`src/rtr_pkg.sv`:
```
// constants for the rtc timekeeping and alarm register bank
package rtr_pkg;
  // index locations
  localparam logic [7:0] IDX_SEC      = 8'h00;
  localparam logic [7:0] IDX_ASEC     = 8'h01;
  localparam logic [7:0] IDX_MIN      = 8'h02;
  localparam logic [7:0] IDX_AMIN     = 8'h03;
  localparam logic [7:0] IDX_HR       = 8'h04;
  localparam logic [7:0] IDX_AHR      = 8'h05;
  localparam logic [7:0] IDX_DOW      = 8'h06;
  localparam logic [7:0] IDX_DATE     = 8'h07;
  localparam logic [7:0] IDX_MON      = 8'h08;
  localparam logic [7:0] IDX_YR       = 8'h09;
  localparam logic [7:0] IDX_CTLA     = 8'h0a;
  localparam logic [7:0] IDX_CTLB     = 8'h0b;
  localparam logic [7:0] IDX_FLAGS    = 8'h0c;
  localparam logic [7:0] IDX_PWR      = 8'h0d;
  localparam logic [7:0] IDX_RAM_LO   = 8'h0e;
  localparam logic [7:0] IDX_RAM_HI   = 8'h7f;
  localparam logic [7:0] IDX_LOC_DATE = 8'hf1;
  localparam logic [7:0] IDX_LOC_MON  = 8'hf2;
  localparam logic [7:0] IDX_LOC_CEN  = 8'hf3;
  localparam int         RAM_WORDS    = 114;
  // reset values
  localparam logic [7:0] RST_BYTE     = 8'h00;
  localparam logic [7:0] RST_CTLA     = 8'h20;
  // field positions
  localparam int         CTLB_SET_BIT = 7;
  localparam int         CTLB_BIN_BIT = 2;
  localparam int         CTLB_H24_BIT = 1;
  localparam int         FLAG_ALM_BIT = 5;
  localparam int         PWR_VRT_BIT  = 7;
  localparam int         HR_PM_BIT    = 7;
  localparam logic [1:0] ALM_WILD     = 2'b11;
  // counter limits
  localparam logic [7:0] TOP_MS_BCD   = 8'h59;
  localparam logic [7:0] TOP_MS_BIN   = 8'h3b;
  localparam logic [7:0] TOP_H24_BCD  = 8'h23;
  localparam logic [7:0] TOP_H24_BIN  = 8'h17;
  localparam logic [6:0] H12_TOP_BCD  = 7'h12;
  localparam logic [6:0] H12_TOP_BIN  = 7'h0c;
  localparam logic [6:0] H12_ELV_BCD  = 7'h11;
  localparam logic [6:0] H12_ELV_BIN  = 7'h0b;
  localparam logic [6:0] H12_FIRST    = 7'h01;
endpackage : rtr_pkg

```
`src/rtr_time_if.sv`:
```
// interface between the register bank and its time helpers
`timescale 1ns/1ps
interface rtr_time_if;
  logic [7:0] sec;
  logic [7:0] min;
  logic [7:0] hr;
  logic [7:0] aSec;
  logic [7:0] aMin;
  logic [7:0] aHr;
  logic       binMode;
  logic       h24;
  logic [7:0] nxtSec;
  logic [7:0] nxtMin;
  logic [7:0] nxtHr;
  logic       match;
  modport owner (output sec, min, hr, aSec, aMin, aHr, binMode, h24,
                 input nxtSec, nxtMin, nxtHr, match);
  modport calc  (input sec, min, hr, binMode, h24,
                 output nxtSec, nxtMin, nxtHr);
  modport cmp   (input sec, min, hr, aSec, aMin, aHr, output match);
endinterface : rtr_time_if

```
`src/rtr_alarm_cmp.sv`:
```
// alarm compare with per-field unconditional match
`timescale 1ns/1ps
module rtr_alarm_cmp (
  // time and alarm values
  rtr_time_if.cmp tm
);
  function automatic logic rtrHit(input logic [7:0] cur, input logic [7:0] alm);
    rtrHit = (alm[7:6] == rtr_pkg::ALM_WILD) || (cur == alm);
  endfunction : rtrHit

  always_comb begin
    tm.match = rtrHit(tm.sec, tm.aSec) && rtrHit(tm.min, tm.aMin)
               && rtrHit(tm.hr, tm.aHr);
  end
endmodule : rtr_alarm_cmp

```
`src/rtr_bank.sv`:
```
// timekeeping and alarm register bank behind an index/data port pair
`timescale 1ns/1ps
// Function
// - no data-port register reads or writes while running from battery only; the index port still works.
// - timekeeping writes ignored while the valid-ram-time flag reads zero.
// - date alarm, month alarm, century sit at programmed ram locations.
// - seconds hold 00-59 bcd or 00-3b binary.
// - seconds alarm takes 00-59 bcd or 00-3b binary as match value.
// - minutes hold 00-59 bcd or 00-3b binary.
// - minutes alarm takes 00-59 bcd or 00-3b binary as match value.
// - alarm field with top bits 11 always matches.
// - 12-hour mode: am 01-12, pm with bit 7 set.
// - 24-hour mode: hours 0-23 bcd or 00-17 binary.
// - host writes index at port 0, moves data at port 1.
module rtr_bank (
  // clock and reset
  input  wire logic       sys_clk,
  input  wire logic       rst_n,
  // host index/data port
  input  wire logic       hostSel,
  input  wire logic       hostWr,
  input  wire logic       hostRd,
  input  wire logic [7:0] hostWrData,
  output logic      [7:0] hostRdData,
  // power monitor pins
  input  wire logic       onBattery,
  input  wire logic       ramTimeValid,
  // divider chain
  input  wire logic       secTick,
  // alarm
  output logic            alarmFlag,
  output logic            alarmPulse
);
  typedef struct packed {
    logic                                    batt1;
    logic                                    batt2;
    logic                                    vrt1;
    logic                                    vrt2;
    logic [7:0]                              idx;
    logic [7:0]                              sec;
    logic [7:0]                              aSec;
    logic [7:0]                              min;
    logic [7:0]                              aMin;
    logic [7:0]                              hr;
    logic [7:0]                              aHr;
    logic [7:0]                              weekday_value;
    logic [7:0]                              date;
    logic [7:0]                              mon;
    logic [7:0]                              yr;
    logic [7:0]                              ctlA;
    logic [7:0]                              ctlB;
    logic [7:0]                              aDate;
    logic [7:0]                              aMon;
    logic [7:0]                              calendar_hundreds_value;
    logic [7:0]                              locDate;
    logic [7:0]                              locMon;
    logic [7:0]                              locCen;
    logic [rtr_pkg::RAM_WORDS-1:0][7:0]      ram;
    logic [7:0]                              rdData;
    logic                                    tickLate;
    logic                                    almFlag;
    logic                                    almPulse;
  } rtr_state_t;

  rtr_state_t state_q;
  rtr_state_t state_d;
  rtr_time_if tm ();

  rtr_time_step uStep (.tm(tm));
  rtr_alarm_cmp uCmp  (.tm(tm));

  // overlay hit: only honoured inside the general ram range
  function automatic logic rtrOver(input logic [7:0] idx, input logic [7:0] loc);
    rtrOver = (loc >= rtr_pkg::IDX_RAM_LO) && (loc <= rtr_pkg::IDX_RAM_HI) && (idx == loc);
  endfunction : rtrOver

  function automatic logic rtrIsRam(input logic [7:0] idx);
    rtrIsRam = (idx >= rtr_pkg::IDX_RAM_LO) && (idx <= rtr_pkg::IDX_RAM_HI);
  endfunction : rtrIsRam

  assign tm.sec     = state_q.sec;
  assign tm.min     = state_q.min;
  assign tm.hr      = state_q.hr;
  assign tm.aSec    = state_q.aSec;
  assign tm.aMin    = state_q.aMin;
  assign tm.aHr     = state_q.aHr;
  assign tm.binMode = state_q.ctlB[rtr_pkg::CTLB_BIN_BIT];
  assign tm.h24     = state_q.ctlB[rtr_pkg::CTLB_H24_BIT];

  logic       access;
  logic       wrTime;
  logic       dataWr;
  logic       dataRd;
  logic [6:0] ramIdx;
  logic [7:0] rdVal;

  always_comb begin
    state_d = state_q;
    // pin inputs from the power monitor are asynchronous
    state_d.batt1 = onBattery;
    state_d.batt2 = state_q.batt1;
    state_d.vrt1  = ramTimeValid;
    state_d.vrt2  = state_q.vrt1;
    access = !state_q.batt2;
    wrTime = access && state_q.vrt2;
    dataWr = hostWr && hostSel && access;
    dataRd = hostRd && hostSel && access;
    ramIdx = 7'(state_q.idx - rtr_pkg::IDX_RAM_LO);
    state_d.almPulse = 1'b0;
    state_d.tickLate = 1'b0;

    // counters advance once a second unless software holds them
    if (secTick && !state_q.ctlB[rtr_pkg::CTLB_SET_BIT]) begin
      state_d.sec      = tm.nxtSec;
      state_d.min      = tm.nxtMin;
      state_d.hr       = tm.nxtHr;
      state_d.tickLate = 1'b1;
    end

    // compare after the counters settled, one cycle behind the tick
    if (state_q.tickLate && tm.match) begin
      state_d.almPulse = 1'b1;
    end

    if (hostWr && !hostSel) begin
      state_d.idx = hostWrData;
    end

    // read data mux
    rdVal = 8'h00;
    if (rtrOver(state_q.idx, state_q.locDate)) rdVal = state_q.aDate;
    else if (rtrOver(state_q.idx, state_q.locMon)) rdVal = state_q.aMon;
    else if (rtrOver(state_q.idx, state_q.locCen)) rdVal = state_q.calendar_hundreds_value;
    else if (rtrIsRam(state_q.idx)) rdVal = state_q.ram[ramIdx];
    else begin
      unique case (state_q.idx)
        rtr_pkg::IDX_SEC:      rdVal = state_q.sec;
        rtr_pkg::IDX_ASEC:     rdVal = state_q.aSec;
        rtr_pkg::IDX_MIN:      rdVal = state_q.min;
        rtr_pkg::IDX_AMIN:     rdVal = state_q.aMin;
        rtr_pkg::IDX_HR:       rdVal = state_q.hr;
        rtr_pkg::IDX_AHR:      rdVal = state_q.aHr;
        rtr_pkg::IDX_DOW:      rdVal = state_q.weekday_value;
        rtr_pkg::IDX_DATE:     rdVal = state_q.date;
        rtr_pkg::IDX_MON:      rdVal = state_q.mon;
        rtr_pkg::IDX_YR:       rdVal = state_q.yr;
        rtr_pkg::IDX_CTLA:     rdVal = state_q.ctlA;
        rtr_pkg::IDX_CTLB:     rdVal = state_q.ctlB;
        rtr_pkg::IDX_FLAGS:    rdVal[rtr_pkg::FLAG_ALM_BIT] = state_q.almFlag;
        rtr_pkg::IDX_PWR:      rdVal[rtr_pkg::PWR_VRT_BIT] = state_q.vrt2;
        rtr_pkg::IDX_LOC_DATE: rdVal = state_q.locDate;
        rtr_pkg::IDX_LOC_MON:  rdVal = state_q.locMon;
        rtr_pkg::IDX_LOC_CEN:  rdVal = state_q.locCen;
        default:               rdVal = 8'h00;
      endcase
    end

    if (hostRd) begin
      if (!hostSel) state_d.rdData = state_q.idx;
      else if (dataRd) state_d.rdData = rdVal;
      else state_d.rdData = 8'h00;
    end

    // reading the flag register clears it; a new alarm in the same cycle wins
    if (dataRd && state_q.idx == rtr_pkg::IDX_FLAGS) state_d.almFlag = 1'b0;
    if (state_d.almPulse) state_d.almFlag = 1'b1;

    // host writes win over the tick in the same cycle
    if (dataWr) begin
      if (rtrOver(state_q.idx, state_q.locDate)) begin
        if (wrTime) state_d.aDate = hostWrData;
      end else if (rtrOver(state_q.idx, state_q.locMon)) begin
        if (wrTime) state_d.aMon = hostWrData;
      end else if (rtrOver(state_q.idx, state_q.locCen)) begin
        if (wrTime) state_d.calendar_hundreds_value = hostWrData;
      end else if (rtrIsRam(state_q.idx)) begin
        state_d.ram[ramIdx] = hostWrData;
      end else begin
        unique case (state_q.idx)
          rtr_pkg::IDX_SEC:      if (wrTime) state_d.sec = hostWrData;
          rtr_pkg::IDX_ASEC:     if (wrTime) state_d.aSec = hostWrData;
          rtr_pkg::IDX_MIN:      if (wrTime) state_d.min = hostWrData;
          rtr_pkg::IDX_AMIN:     if (wrTime) state_d.aMin = hostWrData;
          rtr_pkg::IDX_HR:       if (wrTime) state_d.hr = hostWrData;
          rtr_pkg::IDX_AHR:      if (wrTime) state_d.aHr = hostWrData;
          rtr_pkg::IDX_DOW:      if (wrTime) state_d.weekday_value = hostWrData;
          rtr_pkg::IDX_DATE:     if (wrTime) state_d.date = hostWrData;
          rtr_pkg::IDX_MON:      if (wrTime) state_d.mon = hostWrData;
          rtr_pkg::IDX_YR:       if (wrTime) state_d.yr = hostWrData;
          rtr_pkg::IDX_CTLA:     if (wrTime) state_d.ctlA[6:0] = hostWrData[6:0];
          rtr_pkg::IDX_CTLB:     if (wrTime) state_d.ctlB = hostWrData;
          rtr_pkg::IDX_LOC_DATE: state_d.locDate = hostWrData;
          rtr_pkg::IDX_LOC_MON:  state_d.locMon = hostWrData;
          rtr_pkg::IDX_LOC_CEN:  state_d.locCen = hostWrData;
          default:               state_d.idx = state_d.idx;
        endcase
      end
    end

    // divider and rate fields held clear until time is marked valid
    if (!state_q.vrt2) state_d.ctlA[6:0] = 7'h00;
  end

  always_ff @(posedge sys_clk or negedge rst_n) begin
    if (!rst_n) begin
      state_q      <= '0;
      state_q.ctlA <= rtr_pkg::RST_CTLA;
    end else begin
      state_q <= state_d;
    end
  end

  assign hostRdData = state_q.rdData;
  assign alarmFlag  = state_q.almFlag;
  assign alarmPulse = state_q.almPulse;

  logic tickRun;
  assign tickRun = secTick && !state_q.ctlB[rtr_pkg::CTLB_SET_BIT];

  AST_BATT_READ_ZERO: assert property (@(posedge sys_clk) disable iff (!rst_n)
    hostRd && hostSel && state_q.batt2 |=> hostRdData == 8'h00)
    else $error("read on battery returned data");

  AST_BATT_NO_WRITE: assert property (@(posedge sys_clk) disable iff (!rst_n)
    hostWr && hostSel && state_q.batt2 && state_q.idx == rtr_pkg::IDX_SEC && !tickRun
    |=> $stable(state_q.sec))
    else $error("write on battery changed seconds");

  AST_VRT_NO_WRITE: assert property (@(posedge sys_clk) disable iff (!rst_n)
    hostWr && hostSel && !state_q.vrt2 && state_q.idx == rtr_pkg::IDX_SEC && !tickRun
    |=> $stable(state_q.sec))
    else $error("write with time invalid changed seconds");

  AST_OVERLAY_CEN: assert property (@(posedge sys_clk) disable iff (!rst_n)
    dataWr && wrTime && rtrOver(state_q.idx, state_q.locCen)
    && !rtrOver(state_q.idx, state_q.locDate) && !rtrOver(state_q.idx, state_q.locMon)
    |=> state_q.calendar_hundreds_value == $past(hostWrData) && $stable(state_q.ram))
    else $error("century overlay write missed");

  AST_SEC_BCD_WRAP: assert property (@(posedge sys_clk) disable iff (!rst_n)
    tickRun && !dataWr && !tm.binMode && state_q.sec == 8'h59
    |=> state_q.sec == 8'h00 ##1 state_q.sec == 8'h00 || tickRun || hostWr)
    else $error("bcd seconds did not wrap at 59");

  AST_MIN_BIN_WRAP: assert property (@(posedge sys_clk) disable iff (!rst_n)
    tickRun && !dataWr && tm.binMode && state_q.sec == 8'h3b && state_q.min == 8'h3b
    |=> state_q.min == 8'h00 && state_q.sec == 8'h00)
    else $error("binary minutes did not wrap at 3b");

  AST_H12_NOON: assert property (@(posedge sys_clk) disable iff (!rst_n)
    tickRun && !dataWr && !tm.binMode && !tm.h24 && state_q.sec == 8'h59
    && state_q.min == 8'h59 && state_q.hr == 8'h11
    |=> state_q.hr == 8'h92)
    else $error("11 am did not step to 12 pm");

  AST_H24_WRAP: assert property (@(posedge sys_clk) disable iff (!rst_n)
    tickRun && !dataWr && tm.binMode && tm.h24 && state_q.sec == 8'h3b
    && state_q.min == 8'h3b && state_q.hr == 8'h17
    |=> state_q.hr == 8'h00)
    else $error("binary 24 hour did not wrap at 17");

  AST_WILD_ALARM: assert property (@(posedge sys_clk) disable iff (!rst_n)
    state_q.tickLate && state_q.aSec[7:6] == 2'b11 && state_q.aMin[7:6] == 2'b11
    && state_q.aHr[7:6] == 2'b11
    |=> alarmPulse ##1 alarmFlag || (hostRd && hostSel))
    else $error("wildcard alarm did not fire");

  AST_ALARM_CAUSE: assert property (@(posedge sys_clk) disable iff (!rst_n)
    alarmPulse |-> $past(state_q.tickLate) && alarmFlag)
    else $error("alarm pulse without a tick");

  AST_INDEX_LOAD: assert property (@(posedge sys_clk) disable iff (!rst_n)
    hostWr && !hostSel |=> state_q.idx == $past(hostWrData))
    else $error("index write not taken");
endmodule : rtr_bank

```
`src/rtr_time_step.sv`:
```
// next-second value of seconds, minutes and hours
`timescale 1ns/1ps
module rtr_time_step (
  // time values
  rtr_time_if.calc tm
);
  function automatic logic [7:0] rtrInc(input logic [7:0] v, input logic bin);
    if (bin || v[3:0] != 4'h9) rtrInc = v + 8'h01;
    else rtrInc = {v[7:4] + 4'h1, 4'h0};
  endfunction : rtrInc

  logic [7:0] msTop;
  logic [7:0] hrTop;
  logic [6:0] h12Top;
  logic [6:0] h12Elv;
  logic [6:0] hLow;
  logic [7:0] hrInc;
  logic [7:0] hStep;
  logic       secWrap;
  logic       minWrap;

  always_comb begin
    msTop   = tm.binMode ? rtr_pkg::TOP_MS_BIN : rtr_pkg::TOP_MS_BCD;
    hrTop   = tm.binMode ? rtr_pkg::TOP_H24_BIN : rtr_pkg::TOP_H24_BCD;
    h12Top  = tm.binMode ? rtr_pkg::H12_TOP_BIN : rtr_pkg::H12_TOP_BCD;
    h12Elv  = tm.binMode ? rtr_pkg::H12_ELV_BIN : rtr_pkg::H12_ELV_BCD;
    hLow    = tm.hr[6:0];
    hStep   = rtrInc({1'b0, hLow}, tm.binMode);
    secWrap = (tm.sec == msTop);
    minWrap = (tm.min == msTop);
    if (tm.h24) begin
      hrInc = (tm.hr == hrTop) ? 8'h00 : rtrInc(tm.hr, tm.binMode);
    end else if (hLow == h12Top) begin
      hrInc = {tm.hr[rtr_pkg::HR_PM_BIT], rtr_pkg::H12_FIRST};
    end else if (hLow == h12Elv) begin
      hrInc = {~tm.hr[rtr_pkg::HR_PM_BIT], h12Top};
    end else begin
      hrInc = {tm.hr[rtr_pkg::HR_PM_BIT], hStep[6:0]};
    end
    tm.nxtSec = secWrap ? 8'h00 : rtrInc(tm.sec, tm.binMode);
    tm.nxtMin = secWrap ? (minWrap ? 8'h00 : rtrInc(tm.min, tm.binMode)) : tm.min;
    tm.nxtHr  = (secWrap && minWrap) ? hrInc : tm.hr;
  end
endmodule : rtr_time_step

```
`config.mk`:
```
export PLATFORM = sky130hd
export DESIGN_NAME = rtr_bank
export DESIGN_NICKNAME = d
export VERILOG_FILES = /design/src/rtr_pkg.sv /design/src/rtr_time_if.sv /design/src/rtr_alarm_cmp.sv /design/src/rtr_bank.sv /design/src/rtr_time_step.sv
export SDC_FILE = /design/constraint.sdc
export NUM_CORES = 2
export LEC_CHECK = 0
export ABC_AREA = 1
export BUFFER_PORTS_ARGS = -buffer_cell sky130_fd_sc_hd__buf_2
export CAP_MARGIN = 20
export CORE_MARGIN = 5
export CORE_UTILIZATION = 50
export CTS_CLUSTER_SIZE = 12
export DETAILED_ROUTE_END_ITERATION = 10
export PLACE_DENSITY = 0.65
export SKIP_CTS_REPAIR_TIMING = 1
export SLEW_MARGIN = 10
export SYNTH_ARGS = -nofsm -noshare
export SYNTH_HDL_FRONTEND = slang
export SYNTH_SLANG_ARGS = --single-unit
```
`constraint.sdc`:
```
create_clock -name sys_clk -period 3.98 [get_ports sys_clk]
set_input_delay 0 -clock sys_clk [delete_from_list [all_inputs] [get_ports sys_clk]]
set_output_delay 0 -clock sys_clk [all_outputs]
set_load 0.05 [all_outputs]
```
### Word-level counts from Yosys, hierarchy flattened

Index checks and enable logic that the tools add are counted.

* bitwise operators: 5
* multiplexer cells: 88
* reductions and logical operators: 47
* add/subtract/negate cells: 9
* equal/unequal tests: 40
* $lt $le $gt $ge: 10

Operators by type and width (number)
* 2-to-1 mux 975 bit: 1
* 2-to-1 mux 952 bit: 1
* 2-to-1 mux 944 bit: 1
* 2-to-1 mux 936 bit: 1
* bitwise mux 912 bit: 1
* 2-to-1 mux 912 bit: 1
* 2-to-1 mux 8 bit: 54
* 2-to-1 mux 80 bit: 5
* one-hot mux 5 bit (15 select lines): 1
* == test 8 bit: 9
* AND reduction 7 bit: 9
* 2-to-1 mux 15 bit: 4
* binary-select mux 8 bit (select 7 bit): 1
* demux 8 bit (select 7 bit): 1
* == test 8 x 4 -> 1 bit (second input constant): 6
* 2-to-1 mux 7 bit: 5
* == test 8 x 3 -> 1 bit (second input constant): 4
* greater-or-equal comparator 8 x 4 -> 1 bit (second input constant): 4
* less-or-equal comparator 8 x 7 -> 1 bit (second input constant): 4
* one-hot mux 1 bit (15 select lines): 2
* adder 8 x 1 -> 8 bit (second input constant): 3
* == test 8 bit (second input constant): 3
* 2-to-1 mux 24 bit: 1
* logical AND 1 bit: 20
* 26 further kinds: 57

* bits in registers: 1078
* output and inout bits: 10
* input port bits: 16

### Longest topological paths before layout

* depth after elaboration: 15
* gate-level depth with buffers: 19
* gate-level depth less buffers: 17

### Hierarchy

Synthesis repeated with hierarchy kept, for this count alone.

* cells, all modules: 6695
* area, all modules: 51599.5 µm²

Modules (own cells, without submodules)
* rtr_bank: cells an instance 6351, sequential area each 26977.1 µm², area each 49891.6 µm², instances 1
* rtr_time_step: cells an instance 266, sequential area each 0.0 µm², area each 1325.0 µm², instances 1
* rtr_alarm_cmp: cells an instance 78, sequential area each 0.0 µm², area each 382.9 µm², instances 1

### Least setup slack after synthesis

No wires, ideal clock.

* path type: register to register
* start point: register state_q[1068] (netlist bit)
* end point: register state_q (netlist bit hostRdData[7])
* required time: 3903 ps
* buffers on the path: 5
* cell stages (with the launch flop): 18
* arrival time: 2880 ps
* path slack: 1022 ps
* path through: dfrtp_1 -> inv_2 -> clkbuf_1 -> clkbuf_1 -> ha_1 -> clkbuf_1 -> clkbuf_1 -> clkbuf_1 -> nand3_1 -> nand3_1 -> nand2_1 -> o21ai_0 -> nand2_1 -> o21bai_1 -> nand2_1 -> nand2_1 -> nand2_1 -> a21oi_1

* cells in the longest elaborated chain, start to end: 9
* elaborated cells on any way between the ends: 34
* classes of those cells: 1 x add/sub; 2 x order compare; 17 x eq/ne; 9 x mux; 5 x reduce/logical

RTL lines
* start: declaration: RTL line rtr_bank.sv:65 `rtr_state_t state_q;`
* start signal: assignment: RTL line rtr_bank.sv:209 `state_q <= state_d;`
* subtractor 7 x 4 -> 7 bit: RTL line rtr_bank.sv:108 `ramIdx = 7'(state_q.idx - rtr_pkg::IDX_RAM_LO);`
* binary-select mux 8 bit (select 7 bit): RTL line rtr_bank.sv:134 `else if (rtrIsRam(state_q.idx)) rdVal = state_q.ram[ramIdx];`
* 2-to-1 mux 8 bit (not written as such): RTL line rtr_bank.sv:134
* 2-to-1 mux 8 bit: RTL line rtr_bank.sv:134
* 2-to-1 mux 8 bit: RTL line rtr_bank.sv:133 `else if (rtrOver(state_q.idx, state_q.locCen)) rdVal = state_q.calendar_hundreds_value;`
* 2-to-1 mux 8 bit: RTL line rtr_bank.sv:132 `else if (rtrOver(state_q.idx, state_q.locMon)) rdVal = state_q.aMon;`
* 2-to-1 mux 8 bit *: RTL line rtr_bank.sv:131 `if (rtrOver(state_q.idx, state_q.locDate)) rdVal = state_q.aDate;`
* 2-to-1 mux 8 bit *: RTL line rtr_bank.sv:160 `else if (dataRd) state_d.rdData = rdVal;`
* 2-to-1 mux 8 bit *: RTL line rtr_bank.sv:159 `if (!hostSel) state_d.rdData = state_q.idx;`

Every way passes the cells marked *; elsewhere a longest branch is shown, timed or not. The select of a mux whose other input is x is not followed.
A chain may end at the register's enable or synchronous reset.

==> results.txt <==
Pre-antenna DRT Iters = 6
NetSw = 8610 uW
CTS Sinks = 1078
nets = 6556
Seq/Total Area, Yosys = 0.517
mapped cell area = 52200 sq um
I/O pin count = 26
die width = 333 um
largest net degree at the start of global routing = 156
clock skew = 0.0293 ns
arrival time at the worst endpoint = 4.15 ns
Post-Place Cells = 7769
hold_sp = hostWrData[2]
Final HPWL DP = 98000 um
Pins Over Slew Limit = 0
Final Routed Wirelength = 162000 um
Max VDD drop = 0.000342 V
Gate Count Post-Synth = 6695
RSZ-0062 raised after global routing = false
nets in the synthesized netlist = 6725
Hold Fails Final Rpt = 0
Yosys reg bits = 1078
Cell variety after synth = 51
post-layout min period = 3.56 ns
Final Cell Area = 57300 sq um
first-pass GRT wire length = 253000 um
HP Class = in -> reg
Pleak = 0.0283 uW
Sw Share = 0.309
TritonCTS Buffers = 117
initial core utilization = 0.504
Clk Latency, worst-skew pair = 0.71 ns
Via density = 5.60
fin crit share = 0.894
P_int = 19200 uW
Cell Area, Placed = 53300 sq um
vias in the first global route = 41.8k
1st-iter DRT viols = 5382
Post-synth EDFFs = 0
PD cells = 486 nW/um^2
fmax = 281 MHz
fin cells = 7996
Overall Global Routing Usage = 0.287
H-tree lvl count = 3
Setup violations, final = 0
# DRC = 0
die height = 333 um
Setup crit start kind = register
P&R area growth vs syn = 9.85%
Slew Limit Headroom = 0.276
max cap viols = 0
gr ovfl total = 0
GP Congestion = 0.900
Power, Total = 27800 uW
Synth Warn # = 0
Flop pwr share = 0.424
share of layout cells above drive strength 1 = 0.0724
via count = 44.8k
initial antenna violation count = 1
combinational share of power = 0.184
CP max FO = 25
Setup CP Type = reg -> reg
final core utilization = 0.553
Post-synth top flop = dfrtp_1
routed len/inst = 20.3 um
Reg-to-Reg Start = state_q[1067]
TNS Setup = 0 ns
Rows = 118
core area = 104000 sq um
root buffer cell = clkbuf_16
PortBufs = 25
status = finished, final reports clean
Final ANT Viol Nets = 0
FFs w/ async S/R, synth = 1.00
Clk network pwr share = 0.392
Worst Setup End Kind = register
Clock Tree Buf Depth = 3
CTS tree = built
Slew @ Worst Pin = 1.09 ns
Filler Cells Inserted = 9823
Worst Path Required = 4.57 ns
Syn Area/Cell = 7.79 sq um
CP Launch Point = state_q[1067]
clock transition at the registers of the reported paths = 0.06 ns
Diodes inserted = 0
die area = 111000 sq um
[layout by cell type, fill, tap and decap left out, types with 6 or more instances in the layout]
| cell type | n |
|---|---|
| nand2_1 | 1952 |
| dfrtp_1 | 1075 |
| o21ai_0 | 1002 |
| nor2_1 | 889 |
| inv_1 | 387 |
| nand3_1 | 349 |
| o21ai_1 | 119 |
| clkbuf_16 | 119 |
| a21oi_1 | 90 |
| nand2_4 | 77 |
| buf_4 | 61 |
| nand4_1 | 57 |
| clkbuf_8 | 36 |
| buf_12 | 34 |
| o22ai_1 | 27 |
| or2_2 | 27 |
| clkinv_2 | 26 |
| buf_2 | 24 |
| xnor2_1 | 18 |
| inv_2 | 17 |
| clkbuf_1 | 17 |
| nand3b_1 | 16 |
| dlygate4sd3_1 | 16 |
| xor2_1 | 14 |
| o21bai_1 | 13 |
| ha_1 | 13 |
| o31ai_1 | 12 |
| o211ai_1 | 10 |
| a22oi_1 | 10 |
| nor2_8 | 10 |
| inv_4 | 9 |
| nor2_4 | 8 |
| nor3_1 | 8 |
| nor4_1 | 7 |
| o21a_1 | 6 |
[layer usage]
metal / vias to the layer above / routed length (um) / track usage
met5: - / 13 / 0
met2: 1728 / 72200 / 0.446
met1: 21700 / 72200 / 0.419
li1: 21100 / - / -
met3: 253 / 13800 / 0.0510
met4: 2 / 4000 / 0.0775
[Yosys cell counts, types with 2 or more instances]
library cell | instances | area share
nand2_1 | 1956 | 0.14
a22o_1 | 2 | 0.00034
nand4_2 | 5 | 0.0012
nand3_1 | 349 | 0.033
inv_1 | 398 | 0.029
o22ai_1 | 27 | 0.0032
buf_6 | 31 | 0.0067
nor2_4 | 4 | 0.00086
nand4_1 | 57 | 0.0068
o21a_1 | 6 | 0.00086
clkinv_1 | 5 | 0.00036
o21ai_0 | 1002 | 0.096
o32ai_1 | 2 | 0.00034
nor2_8 | 10 | 0.0038
o21bai_1 | 13 | 0.0019
xor2_1 | 14 | 0.0023
o211ai_1 | 10 | 0.0014
xnor2_1 | 18 | 0.0030
o21ai_1 | 119 | 0.011
inv_2 | 17 | 0.0012
o31ai_1 | 12 | 0.0017
or2_1 | 3 | 0.00036
a31oi_1 | 4 | 0.00048
buf_2 | 104 | 0.010
buf_1 | 17 | 0.0012
nand3b_1 | 16 | 0.0023
a211oi_1 | 4 | 0.00058
nor4_1 | 7 | 0.00084
or2_2 | 27 | 0.0032
dfrtp_1 | 1077 | 0.52
a21oi_1 | 90 | 0.0086
nor2_2 | 5 | 0.00060
ha_1 | 14 | 0.0034
nand2_4 | 73 | 0.016
nor3_1 | 8 | 0.00077
nor2_1 | 893 | 0.064
buf_4 | 12 | 0.0017
a22oi_1 | 10 | 0.0014
clkbuf_1 | 260 | 0.019
o2111ai_1 | 3 | 0.00050
[layout make-up]
class | count | area (sq um) | share of cell area
tap | 1380 | 1730 | 0.0301
sequential | 1078 | 27000 | 0.471
multi-input combinational | 4772 | 21700 | 0.378
timing repair buffer | 137 | 1460 | 0.0255
clock inverter | 37 | 327 | 0.00570
inverter | 420 | 1610 | 0.0280
clock buffer | 172 | 3540 | 0.0617
[power groups by stage]
stage / logic, uW / clock network [uW] / registers (uW)
after global routing: 5600 / 11500 / 11800
after CTS: 5040 / 11100 / 11800
after detailed placement: 5020 / 0 / 12000
final: 5120 / 10900 / 11800
after global placement: 4980 / 0 / 12000
after floorplan: 3050 / 0 / 11900
[per-stage QoR]
step	setup slack (ns)	hold slack, ns
5_1_grt	0.194	0.0649
4_1_cts	0.466	-0.738
3_3_place_gp	0.551	0.0203
3_5_place_dp	0.494	0.0217
6_report	0.423	0.0287
2_1_floorplan	1.02	-0.296
[worst paths after layout]
check | endpoint | slack [ns] | depth (start not counted)
max | register | 0.42 | 11
min | register | 0.03 | 3
max reg2reg | register | 0.42 | 11
min reg2reg | state_q[1075] | 0.36 | 0
max in group asynchronous | asynchronous set/reset pin | 3.01 | 3
min in group asynchronous | asynchronous set/reset pin | 0.08 | 3
[cell families (layout without fill, tap and decap cells)]
group | count (synthesis) | in the layout | share of synthesized area
compound gates | 1307 | 1307 | 0.129
flops | 1078 | 1078 | 0.517
fa+ha+maj | 14 | 14 | 0.00336
simple gates | 3419 | 3419 | 0.276
xor+xnor | 32 | 32 | 0.00537
buf+inv | 845 | 766 | 0.0689
[worst max-delay path: stages (launching register included)]
cell     delay (ns)
dfrtp_4        0.64
inv_6          0.30
nand2_1        0.13
nand3_1        0.11
nor2_1         0.05
nand4_1        0.10
inv_1          0.13
nor2_4         0.20
nand2_4        0.27
inv_2          0.42
nand4_1        0.64
o21ai_0        0.41
Power figures use the tool's default switching activity.
